`src/hw/adc_regs_pkg.sv`:
```
package adc_regs_pkg;

    // ****************************************
    // Register offsets
    // ****************************************
    localparam logic [7:0] OFS_RESULT_HIGH = 8'h05;
    localparam logic [7:0] OFS_RESULT_LOW = 8'h06;
    localparam logic [7:0] OFS_READOUT_CFG = 8'h07;
    localparam logic [7:0] OFS_CONV_CFG = 8'h08;
    localparam logic [7:0] OFS_SUPPLY_STATUS = 8'h09;
    localparam logic [7:0] OFS_SYSTEM_CTRL = 8'h0a;
    localparam logic [7:0] OFS_FACTORY = 8'h0b;

    // ****************************************
    // Reset values
    // ****************************************
    localparam logic [7:0] RST_READOUT_CFG = 8'h00;
    localparam logic [7:0] RST_CONV_CFG = 8'h10;
    localparam logic [7:0] RST_SYSTEM_CTRL = 8'h00;
    localparam logic [7:0] FACTORY_VALUE = 8'h00;

    // ****************************************
    // Field positions
    // ****************************************
    localparam int RD_READY = 7;
    localparam int RD_VREF_SEL = 6;
    localparam int RD_VREF_BYP = 5;
    localparam int RD_HALF = 4;
    localparam int CV_SWAP = 7;
    localparam int CV_EN = 6;
    localparam int CV_SINGLE = 5;
    localparam int CV_SCAN = 4;
    localparam int CV_BUF = 3;
    localparam int ST_REF = 7;
    localparam int ST_BSET = 4;
    localparam int ST_UV = 1;
    localparam int ST_CURRENT_SET_PIN = 0;
    localparam int CT_SINK = 2;
    localparam int CT_HCHK = 1;
    localparam int CT_PWROFF = 0;

    // ****************************************
    // Result layout
    // ****************************************
    localparam int RESULT_W = 14;
    localparam int LOW_W = 6;
    localparam int NUM_SLOTS = 6;

    // Channel codes; 5 to 7 all mean analog ground
    typedef enum logic [2:0] {
        CH_CURRENT = 3'h0,
        CH_INPUT_VOLTAGE = 3'h1,
        CH_STORAGE_RAIL = 3'h2,
        CH_OUTPUT_VOLTAGE = 3'h3,
        CH_TEMPERATURE = 3'h4,
        CH_ANALOG_GROUND = 3'h5
    } chan_t;

    typedef struct packed {
        logic wr;
        logic rd;
        logic [7:0] addr;
        logic [7:0] wdata;
    } reg_req_t;

    typedef struct packed {
        logic done;
        logic [2:0] channel;
        logic [RESULT_W-1:0] data;
    } conv_result_t;

    typedef struct packed {
        logic enable;
        logic start;
        logic single;
        logic scan;
        logic half_rate;
        logic swap;
        logic buffer_en;
        logic vref_sel;
        logic vref_bypass;
        logic [2:0] channel;
    } conv_ctrl_t;

endpackage

```
`src/hw/adc_control_status_registers.sv`:
```
`timescale 1ns/1ps

// Function
// [RQ1] Low result byte holds six result LSBs, top two bits zero.
// [RQ2] High result byte holds eight result MSBs of the selected channel.
// [RQ3] Done flag sets on conversion end, clears after both bytes read.
// [RQ4] Both result bytes come from one conversion until both read.
// [RQ5] Software leaves reference select and bypass bits at reset values.
// [RQ6] Half-rate bit runs the converter at half frequency.
// [RQ7] Readout select picks channel; codes five to seven read ground.
// [RQ8] Selected converter output routes onto both result bytes.
// [RQ9] Polarity bit swaps converter positive and negative inputs.
// [RQ10] Single mode clears enable after conversion; writing one restarts.
// [RQ11] Mode bit zero converts continuously, one converts once per enable.
// [RQ12] Scan bit cycles all channels, else named channel; resets to one.
// [RQ13] Buffer enable bit turns the converter input buffer on.
// [RQ14] Conversion channel field connects the converter input in single mode.
// [RQ15] Status shows references ready once internal references settle.
// [RQ16] Status shows input undervoltage while input below lockout.
// [RQ17] Status shows current-set pin low when that pin is shorted.
// [RQ18] Storage discharge sink stays on until software clears it.
// [RQ19] Forced health check runs one check, clears when it completes.
// [RQ20] Forced power-off drives the undervoltage reset state.
// [RQ21] Factory byte reads zero; software never writes it.
// [RQ22] Supply status reserved bits read zero.
module adc_control_status_registers
    import adc_regs_pkg::*;
(
    input wire logic clk,
    input wire logic rst,
    input adc_regs_pkg::reg_req_t reg_req,
    output logic [7:0] reg_rdata,
    input adc_regs_pkg::conv_result_t conv_res,
    output adc_regs_pkg::conv_ctrl_t conv_ctrl,
    input wire logic references_ready_in,
    input wire logic input_undervoltage_in,
    input wire logic current_set_low_in,
    input wire logic bset_high_in,
    input wire logic health_check_done,
    output logic storage_discharge_sink,
    output logic forced_health_check,
    output logic forced_power_off
);

    // ****************************************
    // Declarations
    // ****************************************
    // Read data register
    logic [7:0] rdata_q;

    // Readout configuration fields
    logic vref_sel_q;
    logic vref_byp_q;
    logic half_q;
    logic [2:0] readout_channel_select_q;

    // Conversion configuration fields
    logic swap_q;
    logic en_q;
    logic en_d;
    logic single_q;
    logic scan_all_select_q;
    logic input_buffer_enable_q;
    logic [2:0] conversion_channel_select_q;
    logic start_q;
    logic single_done;

    // System control fields
    logic sink_q;
    logic hchk_q;
    logic hchk_d;
    logic pwroff_q;

    // Comparator synchroniser stages
    logic [3:0] pin_meta_q;
    logic [3:0] pin_sync_q;

    // Address hits, one per mapped offset except the factory byte
    logic hit_high;
    logic hit_low;
    logic hit_readout;
    logic hit_conv;
    logic hit_status;
    logic hit_ctrl;

    // Access strobes
    logic wr_readout;
    logic wr_conv;
    logic wr_ctrl;
    logic rd_high;
    logic rd_low;

    // Result store outputs
    logic [7:0] result_high;
    logic [LOW_W-1:0] result_low;
    logic data_ready;

    // Read values per register
    logic [7:0] readout_val;
    logic [7:0] conv_val;
    logic [7:0] status_val;
    logic [7:0] ctrl_val;
    logic [7:0] low_val;
    logic [7:0] rd_mux;

    // ****************************************
    // Register access decode
    // ****************************************

    // Offset compares shared by strobes and the read mux
    assign hit_high = reg_req.addr == OFS_RESULT_HIGH;
    assign hit_low = reg_req.addr == OFS_RESULT_LOW;
    assign hit_readout = reg_req.addr == OFS_READOUT_CFG;
    assign hit_conv = reg_req.addr == OFS_CONV_CFG;
    assign hit_status = reg_req.addr == OFS_SUPPLY_STATUS;
    assign hit_ctrl = reg_req.addr == OFS_SYSTEM_CTRL;

    // Write strobes; read-only and unmapped offsets take no write
    assign wr_readout = reg_req.wr && hit_readout;
    assign wr_conv = reg_req.wr && hit_conv;
    assign wr_ctrl = reg_req.wr && hit_ctrl;

    // Read strobes that consume the result pair
    assign rd_high = reg_req.rd && hit_high;
    assign rd_low = reg_req.rd && hit_low;

    // ****************************************
    // Result capture
    // ****************************************

    // Keeps the byte pair coherent across reads
    // A read of either byte freezes the pair until the other
    adc_result_store u_store (
        .clk(clk),
        .rst(rst),
        .conv_res(conv_res),
        .sel(readout_channel_select_q), // RQ7
        .rd_high(rd_high),
        .rd_low(rd_low),
        .result_high(result_high),
        .result_low(result_low),
        .data_ready(data_ready)
    );

    // ****************************************
    // Readout configuration
    // ****************************************

    // Reference bits are writable but software keeps them at reset
    always_ff @(posedge clk) begin
        if (rst) begin
            vref_sel_q <= RST_READOUT_CFG[RD_VREF_SEL];
            vref_byp_q <= RST_READOUT_CFG[RD_VREF_BYP];
        end else if (wr_readout) begin
            vref_sel_q <= reg_req.wdata[RD_VREF_SEL]; // RQ5
            vref_byp_q <= reg_req.wdata[RD_VREF_BYP]; // RQ5
        end
    end

    // Clock rate and readout select
    always_ff @(posedge clk) begin
        if (rst) begin
            half_q <= RST_READOUT_CFG[RD_HALF];
            readout_channel_select_q <= RST_READOUT_CFG[2:0];
        end else if (wr_readout) begin
            half_q <= reg_req.wdata[RD_HALF]; // RQ6
            readout_channel_select_q <= reg_req.wdata[2:0]; // RQ7
        end
    end

    // ****************************************
    // Conversion configuration
    // ****************************************

    // A single-mode conversion retires the enable
    assign single_done = single_q && conv_res.done; // RQ10

    // Software write wins over the automatic clear
    assign en_d = wr_conv ? reg_req.wdata[CV_EN]
                : single_done ? 1'b0 // RQ10 RQ11
                : en_q;

    // Mode fields follow software writes
    always_ff @(posedge clk) begin
        if (rst) begin
            single_q <= RST_CONV_CFG[CV_SINGLE];
            scan_all_select_q <= RST_CONV_CFG[CV_SCAN];
        end else if (wr_conv) begin
            single_q <= reg_req.wdata[CV_SINGLE]; // RQ11
            scan_all_select_q <= reg_req.wdata[CV_SCAN]; // RQ12
        end
    end

    // Input path fields follow software writes
    always_ff @(posedge clk) begin
        if (rst) begin
            swap_q <= RST_CONV_CFG[CV_SWAP];
            input_buffer_enable_q <= RST_CONV_CFG[CV_BUF];
            conversion_channel_select_q <= RST_CONV_CFG[2:0];
        end else if (wr_conv) begin
            swap_q <= reg_req.wdata[CV_SWAP]; // RQ9
            input_buffer_enable_q <= reg_req.wdata[CV_BUF]; // RQ13
            conversion_channel_select_q <= reg_req.wdata[2:0]; // RQ14
        end
    end

    // Enable follows its next-state logic
    always_ff @(posedge clk) begin
        if (rst) begin
            en_q <= RST_CONV_CFG[CV_EN];
        end else begin
            en_q <= en_d; // RQ10 RQ11
        end
    end

    // One-cycle start on each write of one, even if already enabled
    always_ff @(posedge clk) begin
        if (rst) begin
            start_q <= 1'b0;
        end else begin
            start_q <= wr_conv && reg_req.wdata[CV_EN]; // RQ10
        end
    end

    // ****************************************
    // Converter control outputs
    // ****************************************

    // All fields straight from flops, no decode glitches
    assign conv_ctrl.enable = en_q; // RQ11
    assign conv_ctrl.start = start_q; // RQ10
    assign conv_ctrl.single = single_q; // RQ11
    assign conv_ctrl.scan = scan_all_select_q; // RQ12

    // Analog front-end settings, passed straight through
    assign conv_ctrl.half_rate = half_q; // RQ6
    assign conv_ctrl.swap = swap_q; // RQ9
    assign conv_ctrl.buffer_en = input_buffer_enable_q; // RQ13
    assign conv_ctrl.vref_sel = vref_sel_q;
    assign conv_ctrl.vref_bypass = vref_byp_q;
    assign conv_ctrl.channel = conversion_channel_select_q; // RQ14

    // ****************************************
    // Analog status synchronisers
    // ****************************************

    // Comparator levels are asynchronous; two flops before use
    // Status reads zero until both stages have filled after reset
    always_ff @(posedge clk) begin
        if (rst) begin
            pin_meta_q <= '0;
            pin_sync_q <= '0;
        end else begin
            pin_meta_q <= {references_ready_in, bset_high_in,
                           input_undervoltage_in, current_set_low_in};
            pin_sync_q <= pin_meta_q;
        end
    end

    // ****************************************
    // System control
    // ****************************************

    // Health check set by a write wins over its completion
    // A write of zero withdraws a request that has not finished
    assign hchk_d = (wr_ctrl && reg_req.wdata[CT_HCHK]) ? 1'b1
                  : health_check_done ? 1'b0 // RQ19
                  : wr_ctrl ? 1'b0
                  : hchk_q;

    // Sink current stays on until software writes a zero
    always_ff @(posedge clk) begin
        if (rst) begin
            sink_q <= RST_SYSTEM_CTRL[CT_SINK];
        end else if (wr_ctrl) begin
            sink_q <= reg_req.wdata[CT_SINK]; // RQ18
        end
    end

    // Health check request until the check reports completion
    always_ff @(posedge clk) begin
        if (rst) begin
            hchk_q <= RST_SYSTEM_CTRL[CT_HCHK];
        end else begin
            hchk_q <= hchk_d; // RQ19
        end
    end

    // Power-off is a plain level held until rewritten
    always_ff @(posedge clk) begin
        if (rst) begin
            pwroff_q <= RST_SYSTEM_CTRL[CT_PWROFF];
        end else if (wr_ctrl) begin
            pwroff_q <= reg_req.wdata[CT_PWROFF]; // RQ20
        end
    end

    assign storage_discharge_sink = sink_q; // RQ18
    assign forced_health_check = hchk_q; // RQ19
    assign forced_power_off = pwroff_q; // RQ20

    // ****************************************
    // Read values
    // ****************************************

    // Low byte: upper two bits tie to zero
    assign low_val = {2'b00, result_low}; // RQ1

    // Readout config: bit 3 reserved, reads zero
    assign readout_val = {data_ready, vref_sel_q, vref_byp_q, half_q,
                          1'b0, readout_channel_select_q};

    // Conversion config: all bits readable
    assign conv_val = {swap_q, en_q, single_q, scan_all_select_q,
                       input_buffer_enable_q, conversion_channel_select_q};

    // Supply status: reserved 6, 5, 3, 2 forced low
    assign status_val = {pin_sync_q[3], 2'b00, pin_sync_q[2], // RQ15 RQ22
                         2'b00, pin_sync_q[1], pin_sync_q[0]}; // RQ16 RQ17

    // System control: reserved upper bits read zero
    assign ctrl_val = {5'b0_0000, sink_q, hchk_q, pwroff_q};

    // Unmapped offsets and the factory byte read zero
    assign rd_mux = hit_high ? result_high // RQ2
                  : hit_low ? low_val
                  : hit_readout ? readout_val
                  : hit_conv ? conv_val
                  : hit_status ? status_val
                  : hit_ctrl ? ctrl_val
                  : FACTORY_VALUE; // RQ21

    // ****************************************
    // Read data register
    // ****************************************

    // Data holds until the next read, so a slow bus engine
    // may collect it late; writes never disturb it
    always_ff @(posedge clk) begin
        if (rst) begin
            rdata_q <= '0;
        end else if (reg_req.rd) begin
            rdata_q <= rd_mux;
        end
    end

    assign reg_rdata = rdata_q;

endmodule // adc_control_status_registers

```
`src/hw/adc_result_store.sv`:
```
`timescale 1ns/1ps
module adc_result_store
    import adc_regs_pkg::*;
(
    input wire logic clk,
    input wire logic rst,
    input adc_regs_pkg::conv_result_t conv_res,
    input wire logic [2:0] sel,
    input wire logic rd_high,
    input wire logic rd_low,
    output logic [7:0] result_high,
    output logic [LOW_W-1:0] result_low,
    output logic data_ready
);
    logic [RESULT_W-1:0] slot_q [NUM_SLOTS];
    logic [RESULT_W-1:0] snap_q;
    logic [1:0] seen_q;
    logic [1:0] seen_d;
    logic ready_q;
    logic [2:0] sel_slot;
    logic [2:0] res_slot;
    logic consumed;
    logic hold;

    // Ground codes share one slot
    assign sel_slot = (sel > CH_TEMPERATURE) ? CH_ANALOG_GROUND : sel;
    assign res_slot = (conv_res.channel > CH_TEMPERATURE) ? CH_ANALOG_GROUND
                                                          : conv_res.channel;
    assign seen_d = seen_q | {rd_high, rd_low};
    assign consumed = &seen_d;
    assign hold = |seen_q;

    // Latest result per channel
    for (genvar i = 0; i < NUM_SLOTS; i++) begin : g_slot
        always_ff @(posedge clk) begin
            if (rst) begin
                slot_q[i] <= '0;
            end else if (conv_res.done && res_slot == 3'(i)) begin
                slot_q[i] <= conv_res.data;
            end
        end
    end

    // Pair frozen after the first byte read, so halves never mix
    always_ff @(posedge clk) begin
        if (rst) begin
            snap_q <= '0;
            seen_q <= '0;
        end else begin
            if ((!hold && !rd_high && !rd_low) || consumed) snap_q <= slot_q[sel_slot]; // RQ4 RQ8
            seen_q <= consumed ? 2'b00 : seen_d;
        end
    end

    // Set wins over the clear by the second read
    always_ff @(posedge clk) begin
        if (rst) begin
            ready_q <= 1'b0;
        end else if (conv_res.done && res_slot == sel_slot) begin
            ready_q <= 1'b1; // RQ3
        end else if (consumed) begin
            ready_q <= 1'b0; // RQ3
        end
    end

    assign result_high = snap_q[RESULT_W-1:LOW_W]; // RQ2
    assign result_low = snap_q[LOW_W-1:0]; // RQ1
    assign data_ready = ready_q;

endmodule // adc_result_store

```
`config.mk`:
```
export PLATFORM = sky130hd
export DESIGN_NAME = adc_control_status_registers
export DESIGN_NICKNAME = d
export VERILOG_FILES = /design/src/hw/adc_regs_pkg.sv /design/src/hw/adc_control_status_registers.sv /design/src/hw/adc_result_store.sv
export SDC_FILE = /design/constraint.sdc
export NUM_CORES = 1
export LEC_CHECK = 0
export BUFFER_PORTS_ARGS = -buffer_cell sky130_fd_sc_hd__clkbuf_2
export CAP_MARGIN = 20
export CORE_MARGIN = 1
export CORE_UTILIZATION = 60
export DETAILED_ROUTE_END_ITERATION = 10
export MAX_ROUTING_LAYER = met4
export PLACE_DENSITY = 0.89
export SYNTH_ARGS = -nofsm -noshare
export SYNTH_HDL_FRONTEND = slang
export SYNTH_SLANG_ARGS = --single-unit
```
`constraint.sdc`:
```
create_clock -name clk -period 3.25 [get_ports clk]
set_clock_uncertainty 0.2 [all_clocks]
set_input_delay 0.325 -clock clk [delete_from_list [all_inputs] [get_ports clk]]
set_output_delay 0.325 -clock clk [all_outputs]
set_load 0.1 [all_outputs]
```
# [Word-level counts from Yosys, hierarchy flattened]
# Memories as Yosys holds them, arrays and structs flattened. A register that Yosys moved wholly into a read port is not among the register bits.
# Cells that the tools add are included.
[word_totals] word_cells=110 ff_bits=37 out_inout_bits=23 memories=1 inputBits=43 latch_bits=0 mem_bits_rw=84 romBits=0
[op_classes] n_div=0 n_mul=0 mux=41 bitwise_logic=7 addsub=0 reduce_logical=28 magnitude_cmp=2 n_shift=0 eq_ne=12
[memory_table] name="u_store.slot_q" depth=6 word_bits=14 rd=1 rd_ports_with_merged_regs=1 wr=6 line="adc_result_store.sv:15" rtl="logic [RESULT_W-1:0] slot_q [NUM_SLOTS];"
[ops] op="14-bit two-way mux" count=6
[ops] op="8-bit two-way mux" count=5
[ops] op="1-bit two-way mux" count=27
[ops] op="8-bit by 3-bit equality test with 1-bit output (second input constant)" count=3
[ops] op="8-bit by 4-bit equality test with 1-bit output (second input constant)" count=3
[ops] op="1-bit logical AND" count=17
[ops] op="3-bit two-way mux" count=3
[ops] op="3-bit by 2-bit equality test with 1-bit output (second input constant)" count=2
[ops] op="3-bit equality test (second input constant)" count=2
[ops] op="3-bit greater-than comparator (second input constant)" count=2
[ops] op="1-bit OR" count=6
[ops] op="2-bit nonzero test" count=2
[ops] op="2-bit OR reduction" count=2
[ops] op="3-bit by 1-bit equality test with 1-bit output (second input constant)" count=1
[ops] op="3-bit equality test" count=1
[ops] op="1-bit logical NOT" count=3
[ops] op="3-bit logical NOT" count=1
[ops] op="3-bit nonzero test" count=1
[ops] op="2-bit OR" count=1
[ops] op="2-bit AND reduction" count=1
[ops] op="1-bit logical OR" count=1

# [Depth between registers and ports, before layout]
[depth] ltp_word=8 ltp_mapped=8 ltp_nobuf=5

# [By module]
# A second synthesis with hierarchy kept.
[unflattened] cells_unflattened=538 area_unflattened_um2=6313.6
[by_module_without_submodules] mod="adc_result_store" instances=1 area_per_inst_um2=4534.3 cells_each=342 seq_area_each_um2=2862.7
[by_module_without_submodules] mod="adc_control_status_registers" instances=1 area_per_inst_um2=1779.2 cells_each=196 seq_area_each_um2=680.7

# [Worst setup path before layout]
# OpenSTA, ideal clock, no wires.
[synth_path] path_type="input to register" from="input port reg_req[15] (netlist bit)" to="register u_store.snap_q[0] (read register of u_store.slot_q)" path_buffers=2 required_ps=2980 setup_ps=70 cell_stages=7 arrival_time_ps=1656 path_slack_ps=1324 path_cell_list="nor4_4 and3_1 buf_6 mux2i_1 buf_2 o21ai_1 a21oi_1"
[synth_via] elab_chain_len=6 elab_cells_between_ends=11 classes_between="eq/ne: 2; bitwise: 1; reduce/logical: 8"
[synth_rtl] element="start: declaration" line="adc_control_status_registers.sv:31" rtl="input adc_regs_pkg::reg_req_t reg_req,"
[synth_rtl] element="8-bit by 3-bit equality test with 1-bit output" line="adc_control_status_registers.sv:111" rtl="assign hit_high = reg_req.addr == OFS_RESULT_HIGH;"
[synth_rtl] element="1-bit logical AND" line="adc_control_status_registers.sv:124" rtl="assign rd_high = reg_req.rd && hit_high;"
[synth_rtl] element="1-bit logical NOT" line="adc_result_store.sv:50" rtl="if ((!hold && !rd_high && !rd_low) || consumed) snap_q <= slot_q[sel_slot];"
[synth_rtl] element="1-bit logical AND (2 in series)" line="adc_result_store.sv:50"
[synth_rtl] element="1-bit logical OR (*)" line="adc_result_store.sv:50"
[synth_rtl] element="end: declaration" line="adc_result_store.sv:16" rtl="logic [RESULT_W-1:0] snap_q;"
# Every way passes the cells marked *; elsewhere a longest branch is shown, timed or not.
# A chain may end at the register's enable or synchronous reset.

==> results.sh <==
export IMPL_outcome="completed"
export IMPL_syn_cell_area_um2=6162
export IMPL_core_area_um2=9864
export IMPL_multi_input_area_um2=2347
export IMPL_start_util_pct=62.47
export IMPL_portBuffers=65
export IMPL_ys_flop_type="edfxtp_1"
export IMPL_syn2layout_area_growth_pct=18.78
export IMPL_fin_nets=634
export IMPL_grt_pass1_vias=4446
export IMPL_synth_nets=560
export IMPL_grt_setup_unrepaired="no"
export IMPL_drt_vias_per_instance=5.946
export IMPL_synth_top_area_share_pct=40.93
export IMPL_syn_inst=517
export IMPL_postRouteAntennaNets=0
export IMPL_power_density_nw_per_um2=552.4
export IMPL_dieArea_um2=10680
export IMPL_grt_pass1_wl_um=21940
export IMPL_diodes=0
export IMPL_power_switching_uw=932.1
export IMPL_layout_drive_gt1_share_pct=21.52
export IMPL_synth_edf_count=84
export IMPL_avgSynthCellArea_um2=11.92
export IMPL_wl_per_cell_um=19.52
export IMPL_postSynth_asyncResetShare_pct=0
export IMPL_yosysTopAreaCell="edfxtp_1"
export IMPL_cts_root_buf="clkbuf_8"
export IMPL_drt_iter0_markers=368
export IMPL_min_period_ns=2.534
export IMPL_cts_setup_buffers=0
export IMPL_cp_num_buf_inv=2
export IMPL_worst_slew_pin_slew_ns=1.101
export IMPL_grt_max_degree=37
export IMPL_crit_required_ns=3.43
export IMPL_seqPwrFrac_pct=48.1
export IMPL_hold_path_class="input pin to flop"
export IMPL_gp_congestion=0.9161
export IMPL_yosysSeqAreaShare_pct=57.50
export IMPL_place_ws_ns=0.6471
export IMPL_cp_top_family="simple AND/OR/NAND/NOR gates"
export IMPL_grt_ovfl_total=0
export IMPL_final_setup_tns_ns=0
export IMPL_cp_slowest_stage_delay_ns=0.87
export IMPL_maxSlewHeadroom_pct=26.19
export IMPL_synth_area_leaders="edfxtp_1 (41%), dfxtp_1 (17%), and2_1 (8.6%)"
export IMPL_htreeDepth=4
export IMPL_register_area_um2=3543
export IMPL_start_kind="input pin"
export IMPL_cell_internal_pwr_mw=3.111
export IMPL_fillers=603
export IMPL_post_route_period_util_pct=77.98
export IMPL_io_pins=66
export IMPL_cts_buffers=17
export IMPL_dr_pass1_iters=5
export IMPL_antenna_found_initial=0
export IMPL_setup_worst_path_end_class="flop"
export IMPL_hold_violations=0
export IMPL_whs_ns=0.1034
export IMPL_setup_viol=0
export IMPL_fp_row_count=36
export IMPL_critPathMaxFanout=14
export IMPL_routed_wirelength_um=14390
export IMPL_path_clk_slew_ns=0.06
export IMPL_fin_util_pct=74.20
export IMPL_synth_seq_cells=135
export IMPL_swShare_pct=23.05
export IMPL_cp_cell_sequence="dlygate4sd3_1 -> clkbuf_2 -> nor2b_1 -> nand2b_1 -> nor3_2 -> and2_1"
export IMPL_fp_dieH_um=103.3
export IMPL_route_detailed_drc=0
export IMPL_track_usage_pct=29.35
export IMPL_timing_final_ws_setup_ns=0.7157
export IMPL_clk_latency_ns=0.52
export IMPL_p_comb_share_pct=6.2
export IMPL_cp_slowest_cell="nor3_2"
export IMPL_die_w_um=103.3
export IMPL_drv_slew=0
export IMPL_ir_drop_uv=354.1
export IMPL_drv_cap=0
export IMPL_critical_path_class="input pin to flop"
export IMPL_cts_max_path_buffers=2
export IMPL_cellLeakagePower_nw=2.957
export IMPL_arrival_ns=2.72
export IMPL_place_hpwl_um=8878
export IMPL_yosysUniqueCellTypes=45
export IMPL_yosys_warnings=0
export IMPL_cts_tree="done"
export IMPL_timing_fmax_mhz=394.6
export IMPL_p_clk_share_pct=45.7
export IMPL_cts_sinks=135
export IMPL_vias=4382
[cell type report]
| cell class | instances | area share [%] |
|---|---|---|
| Inverter | 7 | 0.3590 |
| Sequential cell | 135 | 48.41 |
| Tap cell | 133 | 2.274 |
| Clock inverter | 14 | 2.051 |
| Clock buffer | 18 | 5.709 |
| Timing Repair Buffer | 100 | 9.128 |
| Multi-Input combinational cell | 330 | 32.07 |
[power by group through the flow]
stage	clock, mW	sequential [mW]	combinational, mW
after global routing	1.93	1.95	0.271
final	1.85	1.95	0.250
after CTS	1.86	1.94	0.247
after global placement	0	1.97	0.206
after detailed placement	0	1.98	0.216
after floorplan	0	1.96	0.141
[cells by family (layout without fill, tap and decap cells)]
| family | Yosys count | in the layout | synth area share [%] |
|---|---|---|---|
| xor+xnor | 2 | 2 | 0.2843 |
| mux | 54 | 54 | 11.74 |
| flops | 135 | 135 | 57.50 |
| compound gates | 86 | 86 | 8.832 |
| simple gates | 188 | 188 | 17.24 |
| buf+inv | 52 | 139 | 4.406 |
[registers in the layout (all words and copies together), names as in the netlist, 2 cells and up]
register	flops
pin_sync_q	4
pin_meta_q	4
u_store.slot_q	84
u_store.seen_q	2
readout_channel_select_q	3
conversion_channel_select_q	3
reg_rdata	8
u_store.snap_q	14
[stage by stage]
step | cell area [µm²] | power (mW) | std cells
floorplan | 6162 | 2.104 | 517
global placement | 6439 | 2.174 | 674
detailed placement | 6439 | 2.193 | 674
CTS | 7297 | 4.047 | 735
global route | 7320 | 4.156 | 737
finish | 7320 | 4.044 | 737
[cell usage in the layout (no fill, tap or decap), types with 3 or more instances in the layout]
master,count
a22o_1,4
mux4_2,14
inv_1,7
nor2_1,42
edfxtp_1,84
a21oi_1,36
o21ai_1,10
mux2i_1,37
nor3_2,4
a22oi_1,7
a31o_2,4
buf_4,5
dlygate4sd3_1,29
clkinvlp_4,5
o2bb2ai_1,5
clkbuf_16,16
nand3_1,17
nand2_1,7
nor3_1,3
and2_1,85
inv_6,4
o21ai_0,5
dfxtp_1,51
clkbuf_2,65
nor2b_1,14
nand2b_1,7
[tightest hold or removal path, delay by kind of cell]
family | cells | cell delay (ns)
buffers and inverters | 1 | 0.14
AOI/OAI and AO/OA | 2 | 0.25
and+or+nand+nor | 1 | 0.07
[Yosys cell counts (all sizes together), types with 4 or more instances]
library cell,instances
a31o,4
nand2b,7
and2,85
mux4,14
a21oi,37
mux2i,37
clkbuf,21
inv,7
dfxtp,51
nor2b,14
a22o,4
edfxtp,84
o2bb2ai,5
nor2,42
nand2,7
nor3,7
buf,24
nand3,17
o21ai,15
a22oi,7
[routing by layer]
metal  global-route usage (%)  share of wire [%]
met5                        -                  0
met4                    15.28                4.0
met3                    6.048                6.0
met2                    49.62                 51
met1                    32.94                 39
[what timing repair did]
item | in CTS | in global routing
hold endpoints to repair | 106 | 0
hold buffers | 29 | 0
gates resized for setup | 0 | 0
[worst paths after layout]
kind	from	end	slack, ns	depth (start not counted)
worst max-delay path	conv_res[17]	u_store.slot_q[1][8]$_SDFFCE_PN0P_	0.72	6
worst max register to register	readout_channel_select_q[0]$_SDFFE_PP0P_	u_store.snap_q[10]$_SDFFE_PP0P_	0.95	6
worst min register to register	pin_meta_q[3]$_SDFF_PP0_	pin_sync_q[3]$_SDFF_PP0_	0.24	1
worst min-delay path	conv_res[16]	u_store.data_ready$_SDFFE_PP0P_	0.10	4
Note: power is estimated with default switching activity, not from simulation.
